[config.mk]
export PLATFORM = sky130hd
export DESIGN_NAME = supply_monitor_scan_boot_core
export DESIGN_NICKNAME = d
export VERILOG_FILES = /design/src/design/level_sync.v /design/src/design/page_memory.v /design/src/design/supply_monitor_scan_boot_core.v
export VERILOG_INCLUDE_DIRS = /design/src /design/src/shared
export SDC_FILE = /design/constraint.sdc
export NUM_CORES = 2
export LEC_CHECK = 0
export BUFFER_PORTS_ARGS = -buffer_cell sky130_fd_sc_hd__buf_2
export CORE_ASPECT_RATIO = 0.7
export CORE_MARGIN = 3
export CORE_UTILIZATION = 40
export DETAILED_ROUTE_END_ITERATION = 8
export PLACE_DENSITY = 0.55
export SYNTH_ARGS = -nofsm -noshare
export SYNTH_HDL_FRONTEND = slang
export SYNTH_SLANG_ARGS = --single-unit
[constraint.sdc]
create_clock -name sys_clk -period 21 [get_ports sys_clk]
set_clock_uncertainty 0.15 [all_clocks]
set_input_delay 3.15 -clock sys_clk [delete_from_list [all_inputs] [get_ports sys_clk]]
set_output_delay 3.15 -clock sys_clk [all_outputs]
set_load 0.02 [all_outputs]
[src/shared/supply_core_regs.vh]
// Constants of the supply monitor core: offsets, fields, reset values, commands and timing.
`ifndef SUPPLY_CORE_REGS_VH
`define SUPPLY_CORE_REGS_VH

// Timing counts in 25 ns core clock cycles: 8.3 us, 1.5 ms and 1 ms, sized to their counters.
`define CONV_MAX_CYC 16'h014c
`define BOOT_MAX_CYC 17'h0ea60
`define RESET_HOLD_CYC 16'h9c40

`define PAGE_DEFAULT 2'h0
`define PAGE_EXTENDED 2'h1
`define PAGE_NONVOL 2'h2

`define CMD_I2C_EXT_ON 8'h98
`define CMD_I2C_EXT_OFF 8'h99
`define CMD_I2C_NV_ON 8'h9a
`define CMD_I2C_NV_OFF 8'h9b
`define CMD_JTAG_EXT_ON 8'h09
`define CMD_JTAG_EXT_OFF 8'h0a
`define CMD_JTAG_NV_ON 8'h0b
`define CMD_JTAG_NV_OFF 8'h0c

`define DP_DAC_LAST 7'h0b
`define DP_COPY_FIRST 7'h0f
`define DP_COPY_LAST 7'h7d
`define DP_RANGE0 7'h0f
`define DP_RANGE1 7'h10
`define DP_RANGE2 7'h11
`define DP_OV_BASE 7'h23
`define DP_UV_BASE 7'h2f
`define DP_FAULT_MODE 7'h47
`define DP_FAULT_EN_LO 7'h48
`define DP_FAULT_EN_HI 7'h49
`define DP_LOG_EN_LO 7'h4a
`define DP_LOG_EN_HI 7'h4b
`define DP_ENABLE_MARGIN_CONTROL 7'h4d
`define DP_SEQ_ASSIGN_LO 7'h5e
`define DP_SEQ_ASSIGN_HI 7'h5f

`define CTRL_SW_DISABLE 0
`define CTRL_MARGIN_EN 1
`define CTRL_EARLY_OV 2
`define CTRL_WDOG_INDEP 3
`define FAULT_MODE_LATCH 0

`define EXT_RESULT_LAST 8'h17
`define EXT_FLAGS_LO 8'h18
`define EXT_FLAGS_HI 8'h19
`define EXT_GPIO_DIR 8'h1b
`define EXT_TRIM_EN_LO 8'h1c
`define EXT_TRIM_EN_HI 8'h1d

`define NV_LOG_LAST 8'h0e
`define NV_LOG_FLAGS_LO 4'hc
`define NV_LOG_FLAGS_HI 4'hd
`define NV_LOG_MARK 8'h01

`define RANGE_OFF 2'h3
`define RESET_BYTE 8'h00

`endif

[src/design/level_sync.v]
// Two-stage synchroniser for asynchronous level inputs.
`timescale 1ns/1ps
`default_nettype none
module level_sync #(
    parameter WIDTH = 1
) (
    input wire sys_clk, // Core clock.
    input wire reset, // Synchronous reset, active high.
    input wire [WIDTH-1:0] async_in, // Asynchronous levels.
    output reg [WIDTH-1:0] sync_out // Synchronised levels.
);
    reg [WIDTH-1:0] meta;

    always @(posedge sys_clk) begin
        if (reset) begin
            meta <= {WIDTH{1'b0}};
            sync_out <= {WIDTH{1'b0}};
        end else begin
            meta <= async_in;
            sync_out <= meta;
        end
    end
endmodule // level_sync
`default_nettype wire

[src/design/page_memory.v]
// Byte-wide page memory with synchronous write and registered read data.
`timescale 1ns/1ps
`default_nettype none
module page_memory #(
    parameter ADDR_W = 7
) (
    input wire sys_clk, // Core clock.
    input wire we, // Write strobe.
    input wire [ADDR_W-1:0] addr, // Byte address.
    input wire [7:0] wdata, // Write data.
    output reg [7:0] rdata // Read data, one cycle after the address.
);
    reg [7:0] mem [0:(1<<ADDR_W)-1];
    integer i;

    // Contents start cleared so a fresh part boots with zeroed configuration.
    initial begin
        for (i = 0; i < (1<<ADDR_W); i = i + 1) begin
            mem[i] = 8'h00;
        end
        rdata = 8'h00;
    end

    always @(posedge sys_clk) begin
        if (we) begin
            mem[addr] <= wdata;
        end
        rdata <= mem[addr];
    end
endmodule // page_memory
`default_nettype wire

[src/design/supply_monitor_scan_boot_core.v]
// Boot copy, page selection, enable logic and monitor scan of the supply manager core.
`timescale 1ns/1ps
`default_nettype none
`include "supply_core_regs.vh"
// Functional notes
// - After boot, with enable high and disable bit 0, scan all enabled inputs.
// - Each stop converts 10 bits, stores it, compares within 8.3 us bound.
// - Violations fault only when enabled; enabled faults may trigger the write-protected logger.
// - Power-on clear zeroes all volatile registers including trim codes 00h-0Bh.
// - Boot lasts at most 1.5 ms; faults masked, nonvolatile contents loaded.
// - Boot copies nonvolatile 0Fh-7Dh into the same default-page offsets.
// - No serial response during boot; host waits until boot ends.
// - Reset output low in boot, released after timeout once no flag is set; only inputs with a sequence position and range not 11 can be flagged.
// - During boot, gpio, trim and sequenced outputs are high impedance.
// - Three pages: default, extended, nonvolatile; default selected after reset.
// - Nonvolatile offsets 00h-0Eh hold the saved fault record.
// - 98h or 09h select extended page; 99h or 0Ah return to default.
// - 9Ah or 0Bh select nonvolatile page; 9Bh or 0Ch return to default.
// - Run only while enable high and disable bit 0; otherwise stop.
// - Fault during power-up turns all sequenced outputs off at once.
// - Latch-off fault persists until enable or disable bit toggles.
// - Control bits: 0 disable, 1 margin, 2 early warning polarity, 3 watchdog.
// - Range code 11 inputs are skipped, never converted, never fault.
// - Thresholds are 8 bits, compared with upper 8 result bits.
// - Results sit at extended offsets 00h-17h, readable by the host.
// - Threshold checks apply only to inputs assigned a sequence position.
// - Two-bit range field per input, four per byte.
// - Result uses two bytes: upper eight, then low two in bits 7:6.
// - Disabled inputs keep their last converted result.
module supply_monitor_scan_boot_core #(
    parameter [16:0] BOOT_MAX_CYC = `BOOT_MAX_CYC,
    parameter [15:0] RESET_HOLD_CYC = `RESET_HOLD_CYC
) (
    input wire sys_clk, // Core clock, 40 MHz.
    input wire reset, // Power-on clear, synchronous, active high.
    input wire en_pin, // Enable pin, asynchronous level.
    input wire acc_valid, // Register access request from the serial front end.
    input wire acc_write, // 1 = write, 0 = read.
    input wire [7:0] acc_addr, // Offset within the selected page.
    input wire [7:0] acc_wdata, // Write data.
    output wire acc_ready, // Request taken when high with acc_valid.
    output reg [7:0] acc_rdata, // Read data.
    output reg acc_rvalid, // Read data valid, one-cycle pulse.
    input wire page_cmd_valid, // Page command strobe.
    input wire page_cmd_jtag, // Command came over JTAG (1) or I2C (0).
    input wire [7:0] page_cmd_code, // Page command code.
    output reg [1:0] page_sel, // Currently selected page.
    output reg [3:0] adc_channel, // Monitor input selected by the multiplexer.
    output reg adc_start, // Conversion start pulse.
    input wire adc_done, // Conversion done pulse.
    input wire [9:0] adc_result, // Conversion result, valid with adc_done.
    output reg boot_busy, // Boot sequence in progress.
    output reg monitor_run, // Sequencing and monitoring active.
    output reg reset_out_n, // Reset output, active low.
    output reg fault_out, // An enabled fault is present.
    output reg [11:0] seq_out, // Sequenced outputs.
    output reg [11:0] seq_oe, // Sequenced output enables.
    output reg [11:0] trim_oe, // Trim output enables.
    output reg [5:0] gpio_oe // General-purpose pin enables.
);
    localparam [4:0] S_IDLE = 5'b00001;
    localparam [4:0] S_PICK = 5'b00010;
    localparam [4:0] S_CONV = 5'b00100;
    localparam [4:0] S_CMP = 5'b01000;
    localparam [4:0] S_WAIT = 5'b10000;
    localparam [15:0] CONV_MAX = `CONV_MAX_CYC;

    wire en_sync;
    wire run;
    wire acc_fire;
    wire [7:0] dp_rdata;
    wire [7:0] nv_rdata;
    wire dp_we;
    wire [6:0] dp_addr;
    wire [7:0] dp_wdata;
    wire [7:0] boot_data;
    reg nv_we;
    reg [7:0] nv_addr;
    reg [7:0] nv_wdata;
    wire [119:0] res_flat;
    wire [11:0] viol;
    wire [11:0] monitored;
    wire fault_now;
    reg booting;
    reg [6:0] boot_idx;
    reg boot_wr;
    reg [6:0] boot_wr_addr;
    reg [16:0] boot_cnt;
    reg [7:0] ctrl;
    reg [7:0] fault_mode;
    reg [23:0] range_bits;
    reg [11:0] fault_en;
    reg [11:0] log_en;
    reg [11:0] seq_asg;
    reg [11:0] flags;
    reg [11:0] trim_en;
    reg [5:0] gpio_dir;
    reg [4:0] state;
    reg [15:0] conv_cnt;
    reg res_we;
    reg [9:0] res_data;
    reg fault_latched;
    reg [15:0] hold_cnt;
    reg logging;
    reg log_lock;
    reg [3:0] log_idx;
    reg rd_pend;
    reg [1:0] rd_page;
    reg [7:0] rd_addr;
    reg [7:0] ext_byte;
    reg [7:0] next_rdata;

    level_sync #(.WIDTH(1)) u_en_sync (
        .sys_clk(sys_clk),
        .reset(reset),
        .async_in(en_pin),
        .sync_out(en_sync)
    );

    page_memory #(.ADDR_W(7)) u_default_page (
        .sys_clk(sys_clk),
        .we(dp_we),
        .addr(dp_addr),
        .wdata(dp_wdata),
        .rdata(dp_rdata)
    );

    page_memory #(.ADDR_W(8)) u_nonvol_page (
        .sys_clk(sys_clk),
        .we(nv_we),
        .addr(nv_addr),
        .wdata(nv_wdata),
        .rdata(nv_rdata)
    );

    assign run = ~booting & en_sync & ~ctrl[`CTRL_SW_DISABLE];
    assign acc_ready = ~booting & ~boot_busy & ~logging;
    assign acc_fire = acc_valid & acc_ready;

    // Boot walks 00h-7Dh once: the low offsets are cleared, the rest copied.
    always @(posedge sys_clk) begin
        if (reset) begin
            booting <= 1'b1;
            boot_idx <= 7'h00;
            boot_wr <= 1'b0;
            boot_wr_addr <= 7'h00;
            boot_cnt <= 17'h00000;
        end else if (booting) begin
            boot_cnt <= boot_cnt + 17'h00001;
            boot_wr <= (boot_idx <= `DP_COPY_LAST);
            boot_wr_addr <= boot_idx;
            if (boot_idx <= `DP_COPY_LAST) begin
                boot_idx <= boot_idx + 7'h01;
            end
            if ((boot_wr && boot_wr_addr == `DP_COPY_LAST) ||
                boot_cnt == BOOT_MAX_CYC - 17'h00001) begin
                booting <= 1'b0;
            end
        end else begin
            boot_wr <= 1'b0;
        end
    end

    assign boot_data = (boot_wr_addr < `DP_COPY_FIRST) ? `RESET_BYTE : nv_rdata;
    assign dp_we = boot_wr | (acc_fire & acc_write & page_sel == `PAGE_DEFAULT & ~acc_addr[7]);
    assign dp_addr = booting ? boot_wr_addr : acc_addr[6:0];
    assign dp_wdata = booting ? boot_data : acc_wdata;

    // The logger owns the nonvolatile port while it runs; host access waits on acc_ready.
    always @* begin
        nv_we = 1'b0;
        nv_addr = acc_addr;
        nv_wdata = acc_wdata;
        if (booting) begin
            nv_addr = {1'b0, boot_idx};
        end else if (logging) begin
            nv_we = 1'b1;
            nv_addr = {4'h0, log_idx};
            if (log_idx < `NV_LOG_FLAGS_LO) begin
                nv_wdata = res_flat[log_idx*10+2 +: 8];
            end else if (log_idx == `NV_LOG_FLAGS_LO) begin
                nv_wdata = flags[7:0];
            end else if (log_idx == `NV_LOG_FLAGS_HI) begin
                nv_wdata = {4'h0, flags[11:8]};
            end else begin
                nv_wdata = `NV_LOG_MARK;
            end
        end else begin
            nv_we = acc_fire & acc_write & page_sel == `PAGE_NONVOL &
                ~(log_lock & acc_addr <= `NV_LOG_LAST);
        end
    end

    always @(posedge sys_clk) begin
        if (reset) begin
            page_sel <= `PAGE_DEFAULT;
        end else if (page_cmd_valid && !booting) begin
            case ({page_cmd_jtag, page_cmd_code})
                {1'b0, `CMD_I2C_EXT_ON}, {1'b1, `CMD_JTAG_EXT_ON}: page_sel <= `PAGE_EXTENDED;
                {1'b0, `CMD_I2C_EXT_OFF}, {1'b1, `CMD_JTAG_EXT_OFF}: page_sel <= `PAGE_DEFAULT;
                {1'b0, `CMD_I2C_NV_ON}, {1'b1, `CMD_JTAG_NV_ON}: page_sel <= `PAGE_NONVOL;
                {1'b0, `CMD_I2C_NV_OFF}, {1'b1, `CMD_JTAG_NV_OFF}: page_sel <= `PAGE_DEFAULT;
                default: page_sel <= page_sel;
            endcase
        end
    end

    // Shadow copies of the default-page bytes that steer the scan, loaded by boot or host.
    always @(posedge sys_clk) begin
        if (reset) begin
            ctrl <= 8'h00;
            fault_mode <= 8'h00;
            range_bits <= 24'h000000;
            fault_en <= 12'h000;
            log_en <= 12'h000;
            seq_asg <= 12'h000;
        end else if (dp_we) begin
            case (dp_addr)
                `DP_ENABLE_MARGIN_CONTROL: ctrl <= {4'h0, dp_wdata[3:0]};
                `DP_FAULT_MODE: fault_mode <= dp_wdata;
                `DP_RANGE0: range_bits[7:0] <= dp_wdata;
                `DP_RANGE1: range_bits[15:8] <= dp_wdata;
                `DP_RANGE2: range_bits[23:16] <= dp_wdata;
                `DP_FAULT_EN_LO: fault_en[7:0] <= dp_wdata;
                `DP_FAULT_EN_HI: fault_en[11:8] <= dp_wdata[3:0];
                `DP_LOG_EN_LO: log_en[7:0] <= dp_wdata;
                `DP_LOG_EN_HI: log_en[11:8] <= dp_wdata[3:0];
                `DP_SEQ_ASSIGN_LO: seq_asg[7:0] <= dp_wdata;
                `DP_SEQ_ASSIGN_HI: seq_asg[11:8] <= dp_wdata[3:0];
                default: ctrl <= ctrl;
            endcase
        end
    end

    genvar g;
    generate
        for (g = 0; g < 12; g = g + 1) begin : gen_ch
            localparam [6:0] CH = g;
            reg [7:0] ov;
            reg [7:0] uv;
            reg [9:0] result;
            always @(posedge sys_clk) begin
                if (reset) begin
                    ov <= 8'h00;
                    uv <= 8'h00;
                    result <= 10'h000;
                end else begin
                    if (dp_we && dp_addr == `DP_OV_BASE + CH) begin
                        ov <= dp_wdata;
                    end
                    if (dp_we && dp_addr == `DP_UV_BASE + CH) begin
                        uv <= dp_wdata;
                    end
                    if (res_we && adc_channel == CH[3:0]) begin
                        result <= res_data;
                    end
                end
            end
            assign res_flat[g*10 +: 10] = result;
            assign monitored[g] = (range_bits[2*g +: 2] != `RANGE_OFF) & seq_asg[g];
            assign viol[g] = (result[9:2] > ov) | (result[9:2] < uv);
        end
    endgenerate

    assign fault_now = |(flags & fault_en);

    always @(posedge sys_clk) begin
        if (reset) begin
            state <= S_IDLE;
            adc_channel <= 4'h0;
            adc_start <= 1'b0;
            conv_cnt <= 16'h0000;
            res_we <= 1'b0;
            res_data <= 10'h000;
            flags <= 12'h000;
        end else begin
            adc_start <= 1'b0;
            res_we <= 1'b0;
            if (!run) begin
                state <= S_IDLE;
                flags <= 12'h000;
            end else begin
                case (state)
                    S_IDLE: state <= S_PICK;
                    S_PICK: begin
                        if (range_bits[2*adc_channel +: 2] != `RANGE_OFF) begin
                            adc_start <= 1'b1;
                            conv_cnt <= 16'h0000;
                            state <= S_CONV;
                        end else begin
                            adc_channel <= (adc_channel == 4'hb) ? 4'h0 : adc_channel + 4'h1;
                        end
                    end
                    S_CONV: begin
                        conv_cnt <= conv_cnt + 16'h0001;
                        if (adc_done) begin
                            res_we <= 1'b1;
                            res_data <= adc_result;
                            state <= S_WAIT;
                        end else if (conv_cnt == CONV_MAX - 16'h0001) begin
                            adc_channel <= (adc_channel == 4'hb) ? 4'h0 : adc_channel + 4'h1;
                            state <= S_PICK;
                        end
                    end
                    S_WAIT: state <= S_CMP;
                    S_CMP: begin
                        flags[adc_channel] <= viol[adc_channel] & monitored[adc_channel];
                        adc_channel <= (adc_channel == 4'hb) ? 4'h0 : adc_channel + 4'h1;
                        state <= S_PICK;
                    end
                    default: state <= S_IDLE;
                endcase
            end
        end
    end

    // Logging copies the record into 00h-0Eh, then protects it until the next power-on clear.
    always @(posedge sys_clk) begin
        if (reset) begin
            logging <= 1'b0;
            log_lock <= 1'b0;
            log_idx <= 4'h0;
        end else if (logging) begin
            log_idx <= log_idx + 4'h1;
            if (log_idx == `NV_LOG_LAST) begin
                logging <= 1'b0;
                log_lock <= 1'b1;
            end
        end else if (run && !log_lock && |(flags & fault_en & log_en)) begin
            logging <= 1'b1;
            log_idx <= 4'h0;
        end
    end

    always @(posedge sys_clk) begin
        if (reset) begin
            fault_latched <= 1'b0;
            seq_out <= 12'h000;
            fault_out <= 1'b0;
            monitor_run <= 1'b0;
            boot_busy <= 1'b1;
        end else begin
            if (!run) begin
                fault_latched <= 1'b0;
            end else if (fault_now && fault_mode[`FAULT_MODE_LATCH]) begin
                fault_latched <= 1'b1;
            end
            seq_out <= {12{run & ~fault_now & ~fault_latched}} & seq_asg;
            fault_out <= fault_now;
            monitor_run <= run;
            boot_busy <= booting;
        end
    end

    always @(posedge sys_clk) begin
        if (reset) begin
            seq_oe <= 12'h000;
            trim_oe <= 12'h000;
            gpio_oe <= 6'h00;
        end else begin
            seq_oe <= booting ? 12'h000 : 12'hfff;
            trim_oe <= booting ? 12'h000 : trim_en;
            gpio_oe <= booting ? 6'h00 : gpio_dir;
        end
    end

    // The hold count restarts whenever an input with a sequence position is flagged outside its window.
    always @(posedge sys_clk) begin
        if (reset || booting || |flags) begin
            hold_cnt <= 16'h0000;
            reset_out_n <= 1'b0;
        end else if (hold_cnt == RESET_HOLD_CYC - 16'h0001) begin
            reset_out_n <= 1'b1;
        end else begin
            hold_cnt <= hold_cnt + 16'h0001;
        end
    end

    always @(posedge sys_clk) begin
        if (reset) begin
            trim_en <= 12'h000;
            gpio_dir <= 6'h00;
        end else if (acc_fire && acc_write && page_sel == `PAGE_EXTENDED) begin
            case (acc_addr)
                `EXT_GPIO_DIR: gpio_dir <= acc_wdata[5:0];
                `EXT_TRIM_EN_LO: trim_en[7:0] <= acc_wdata;
                `EXT_TRIM_EN_HI: trim_en[11:8] <= acc_wdata[3:0];
                default: gpio_dir <= gpio_dir;
            endcase
        end
    end

    always @* begin
        ext_byte = 8'h00;
        if (rd_addr <= `EXT_RESULT_LAST) begin
            if (rd_addr[0]) begin
                ext_byte = {res_flat[rd_addr[4:1]*10 +: 2], 6'h00};
            end else begin
                ext_byte = res_flat[rd_addr[4:1]*10+2 +: 8];
            end
        end else begin
            case (rd_addr)
                `EXT_FLAGS_LO: ext_byte = flags[7:0];
                `EXT_FLAGS_HI: ext_byte = {4'h0, flags[11:8]};
                `EXT_GPIO_DIR: ext_byte = {2'h0, gpio_dir};
                `EXT_TRIM_EN_LO: ext_byte = trim_en[7:0];
                `EXT_TRIM_EN_HI: ext_byte = {4'h0, trim_en[11:8]};
                default: ext_byte = 8'h00;
            endcase
        end
        case (rd_page)
            `PAGE_DEFAULT: next_rdata = rd_addr[7] ? 8'h00 :
                (rd_addr[6:0] == `DP_ENABLE_MARGIN_CONTROL) ? ctrl : dp_rdata;
            `PAGE_NONVOL: next_rdata = nv_rdata;
            default: next_rdata = ext_byte;
        endcase
    end

    always @(posedge sys_clk) begin
        if (reset) begin
            rd_pend <= 1'b0;
            rd_page <= `PAGE_DEFAULT;
            rd_addr <= 8'h00;
            acc_rdata <= 8'h00;
            acc_rvalid <= 1'b0;
        end else begin
            rd_pend <= acc_fire & ~acc_write;
            if (acc_fire) begin
                rd_page <= page_sel;
                rd_addr <= acc_addr;
            end
            acc_rvalid <= rd_pend;
            if (rd_pend) begin
                acc_rdata <= next_rdata;
            end
        end
    end
endmodule // supply_monitor_scan_boot_core
`default_nettype wire

==> flow_summary.toml <==
[status]
failed_checks = "max-capacitance violations, max-slew violations"
status = "complete, but fails checks"

[global_routing]
grt.overflow.total = 0
grt_max_degree = 113
grt_pass1_wl_mm = 668
grt_pass1_vias = 86747
gr-usage-all-layers_pct = 24.7
antenna_found_initial = 50

[min_path]
min_path_cells = 2
hold_class = "reg2reg"

[worst_setup_path]
required_ns = 21.70
critPathMaxFanout = 73
reg2regPathDepth = 11
worstPathArrival_ns = 9.27
cp-end-kind = "register"
crit_path_start_kind = "primary input"
crit_type = "in2reg"

[yosys]
netlist_instances = 9711
syn_nets = 9946
post_synth_num_cell_types = 83
synth_flop_cell = "edfxtp_1"
yosys_warnings = 0
synth-edff-count = 3072
synth_seq_cells = 3647
ys_seq_area_share_pct = 70.4
async_flop_share_pct = 0
synth_area_sq_um = 147000
avgSynthCellArea_sq_um = 15.2

[timing]
worstMarginPinSlew_ns = 1.57
setup_viol = 0
rsz0062_at_grt = "false"
period_needed_ns = 8.58
hold_viol = 0
fmax_mhz = 117
fin_setup_tns_ns = 0
slew_violations = 8
finalCritPeriodShare_pct = 40.8
slew_headroom_pct = -5.94

[floorplan]
core_sq_um = 365000
die_w_um = 732
start_util_pct = 40.4
boundaryPins = 105
die_area_sq_um = 376000
die_h_um = 514
rows = 185

[routing]
drt_iter0_drc = 13587
drt_pass1_iterations = 9
post_drt_via_cell_ratio = 6.05
vias = 90695
postRouteWirelength_mm = 475
wl_per_cell_um = 31.7
drc = 0
postRouteAntennaNets = 0

[finish]
drive_above_1_share_pct = 16.6
final_area_sq_um = 166000
fin_nets = 10068
area_delta_synth_final_pct = 12.3

[clock_network]
cts-resized-gates = 0
cts.clk_slew.worst_paths_ns = 0.07
insertion_delay_ns = 0.94
cts_tree = "built"
clock_sink_count = 3647
htreeDepth = 5
cts-hold-fix-buffers = 0
cts_buffers = 358
cts_root_buf = "clkbuf_16"
postCtsSetupRepairBufs = 0
clockBufferDepth = 4

[place]
placed_area_sq_um = 154000
routabilityCongestion = 0.909
dp_hpwl_mm = 304
io_buffers = 104

[power_and_ir_drop]
vdd_ir_drop_max_mv = 0.0651
total_power_mw = 15.1
power_density_nw_per_um2 = 91.0
power.leakage_nw = 52.6

[flow_run]
maxCapViolations = 2
==> metrics by stage <==
| step | utilization [%] | cells | setup WS (ns) | hold WS (ns) |
|---|---|---|---|---|
| 2_1_floorplan | - | 9711 | 6.77 | 0.264 |
| 3_3_place_gp | 42.2 | 14333 | 11.12 | 0.289 |
| 3_5_place_dp | 42.2 | 14334 | 11.75 | 0.294 |
| 4_1_cts | 45.4 | 14981 | 12.75 | 0.303 |
| 5_1_grt | 45.4 | 14989 | 12.20 | 0.330 |
| 6_report | 45.4 | 14996 | 12.42 | 0.309 |
==> per-layer routing <==
layer	vias to the layer above	track usage [%]	share of wire, %
met5	-	0.0762	0.031
met4	15	6.05	2.6
met3	747	7.83	13
met2	5229	33.1	40
met1	47159	38.4	44
li1	37545	-	-
==> worst paths after layout <==
check,endpoint,from,slack [ns]
max reg2reg,u_nonvol_page.rdata[5],booting,14.31
min reg2reg,gen_ch[9].result[1],gen_ch[9].result[1],0.31
min,gen_ch[9].result[1],gen_ch[9].result[1],0.31
max,u_nonvol_page.rdata[5],acc_addr[0],12.42
==> state kept, by name, indices dropped and copies added (netlist names), 12 cells and up <==
signal / count
boot_cnt: 17
conv_cnt: 16
fault_en: 12
flags: 12
gen_ch.ov: 96
gen_ch.result: 120
gen_ch.uv: 96
hold_cnt: 16
log_en: 12
range_bits: 24
seq_asg: 12
seq_out: 12
trim_en: 12
trim_oe: 12
u_default_page.mem: 1024
u_nonvol_page.mem: 2048
==> cells in the mapped netlist, types with 14 or more instances <==
cell type | instances | share of area (%)
a2111oi_0 | 17 | 0.10
a211oi_1 | 294 | 1.5
a21o_1 | 53 | 0.27
a21oi_1 | 316 | 1.1
a221oi_1 | 22 | 0.13
a22o_1 | 20 | 0.12
a22oi_1 | 74 | 0.38
a311oi_1 | 58 | 0.34
a31oi_1 | 59 | 0.25
a32oi_1 | 19 | 0.11
and2_1 | 36 | 0.15
and3_1 | 82 | 0.35
buf_1 | 69 | 0.18
buf_2 | 142 | 0.48
buf_4 | 42 | 0.21
clkbuf_1 | 323 | 0.82
dfxtp_1 | 575 | 7.8
edfxtp_1 | 3072 | 63
ha_1 | 193 | 1.6
inv_1 | 217 | 0.55
mux2_2 | 21 | 0.16
mux2i_1 | 118 | 0.80
mux4_2 | 665 | 10
nand2_1 | 1354 | 3.4
nand2b_1 | 38 | 0.16
nand3_1 | 425 | 1.4
nand4_1 | 108 | 0.46
nor2_1 | 848 | 2.2
nor2b_1 | 30 | 0.13
nor3_1 | 45 | 0.15
nor4_1 | 18 | 0.076
o2111ai_1 | 15 | 0.089
o21ai_0 | 99 | 0.34
o22ai_1 | 20 | 0.085
o31ai_1 | 14 | 0.071
xor2_1 | 36 | 0.21
==> area by class of cell <==
type                    count  area (sq um)
fillers                 31532        199000
flip-flops and latches   3647        104000
multi-input cells        5261         41000
clock buffers             457          9640
well taps                4862          6080
repair buffers            346          2430
clock inverters           190          1850
inverters                 219           842
diodes                     14          35.0
==> power breakdown <==
group / internal, mW / leakage (nW) / total [mW] / switching [mW]
registers: 7.81 / 32.5 / 7.83 / 0.0241
clock network: 3.63 / 5.67 / 6.47 / 2.84
logic: 0.251 / 14.4 / 0.767 / 0.517
total: 11.7 / 52.6 / 15.1 / 3.38
==> kinds of logic (layout without fill, tap and decap cells) <==
group	count (synthesis)	count (layout)	share of synthesized area, %
flip-flops	3647	3647	70.4
AND/OR/NAND/NOR	3042	3042	8.83
AO/OA/AOI/OAI	1173	1173	5.40
multiplexers	808	808	11.2
buffers and inverters	803	1212	2.31
adder cells (fa/ha/maj)	193	193	1.64
XOR/XNOR	45	45	0.267
other	0	14	0
==> worst max-delay path: stages <==
cell and delay (ns):
buf_2 0.35, mux2i_4 0.19, o21ai_4 0.68, buf_12 0.45, buf_4 0.66, buf_12 0.47, mux4_2 0.60, a22oi_1 0.45
a21oi_1 0.30, nor4_1 1.07, nand3_1 0.31, a31o_2 0.30
==> layout by cell type (no fill, tap or decap), types with 38 or more instances in the layout <==
cell type  netlist  final
a311oi_1        58     57
a211oi_1       294    293
a22oi_1         74     74
and3_1          82     82
clkinv_2         0     79
buf_2          142    103
nor2_1         848    805
dfxtp_1        575    571
nand3_1        425    421
a31oi_1         59     59
mux2i_1        118    111
a21o_1          53     53
clkbuf_16        0    365
edfxtp_1      3072   3072
inv_1          217    209
nand4_1        108    108
nor3_1          45     42
mux4_2         665    665
clkbuf_1       323     73
buf_4           42    234
nand2_1       1354   1354
a21oi_1        316    308
o21ai_0         99     95
ha_1           193    193
clkinv_1         1     51
nand2b_1        38     38
Note: power is estimated with default switching activity, not from simulation.
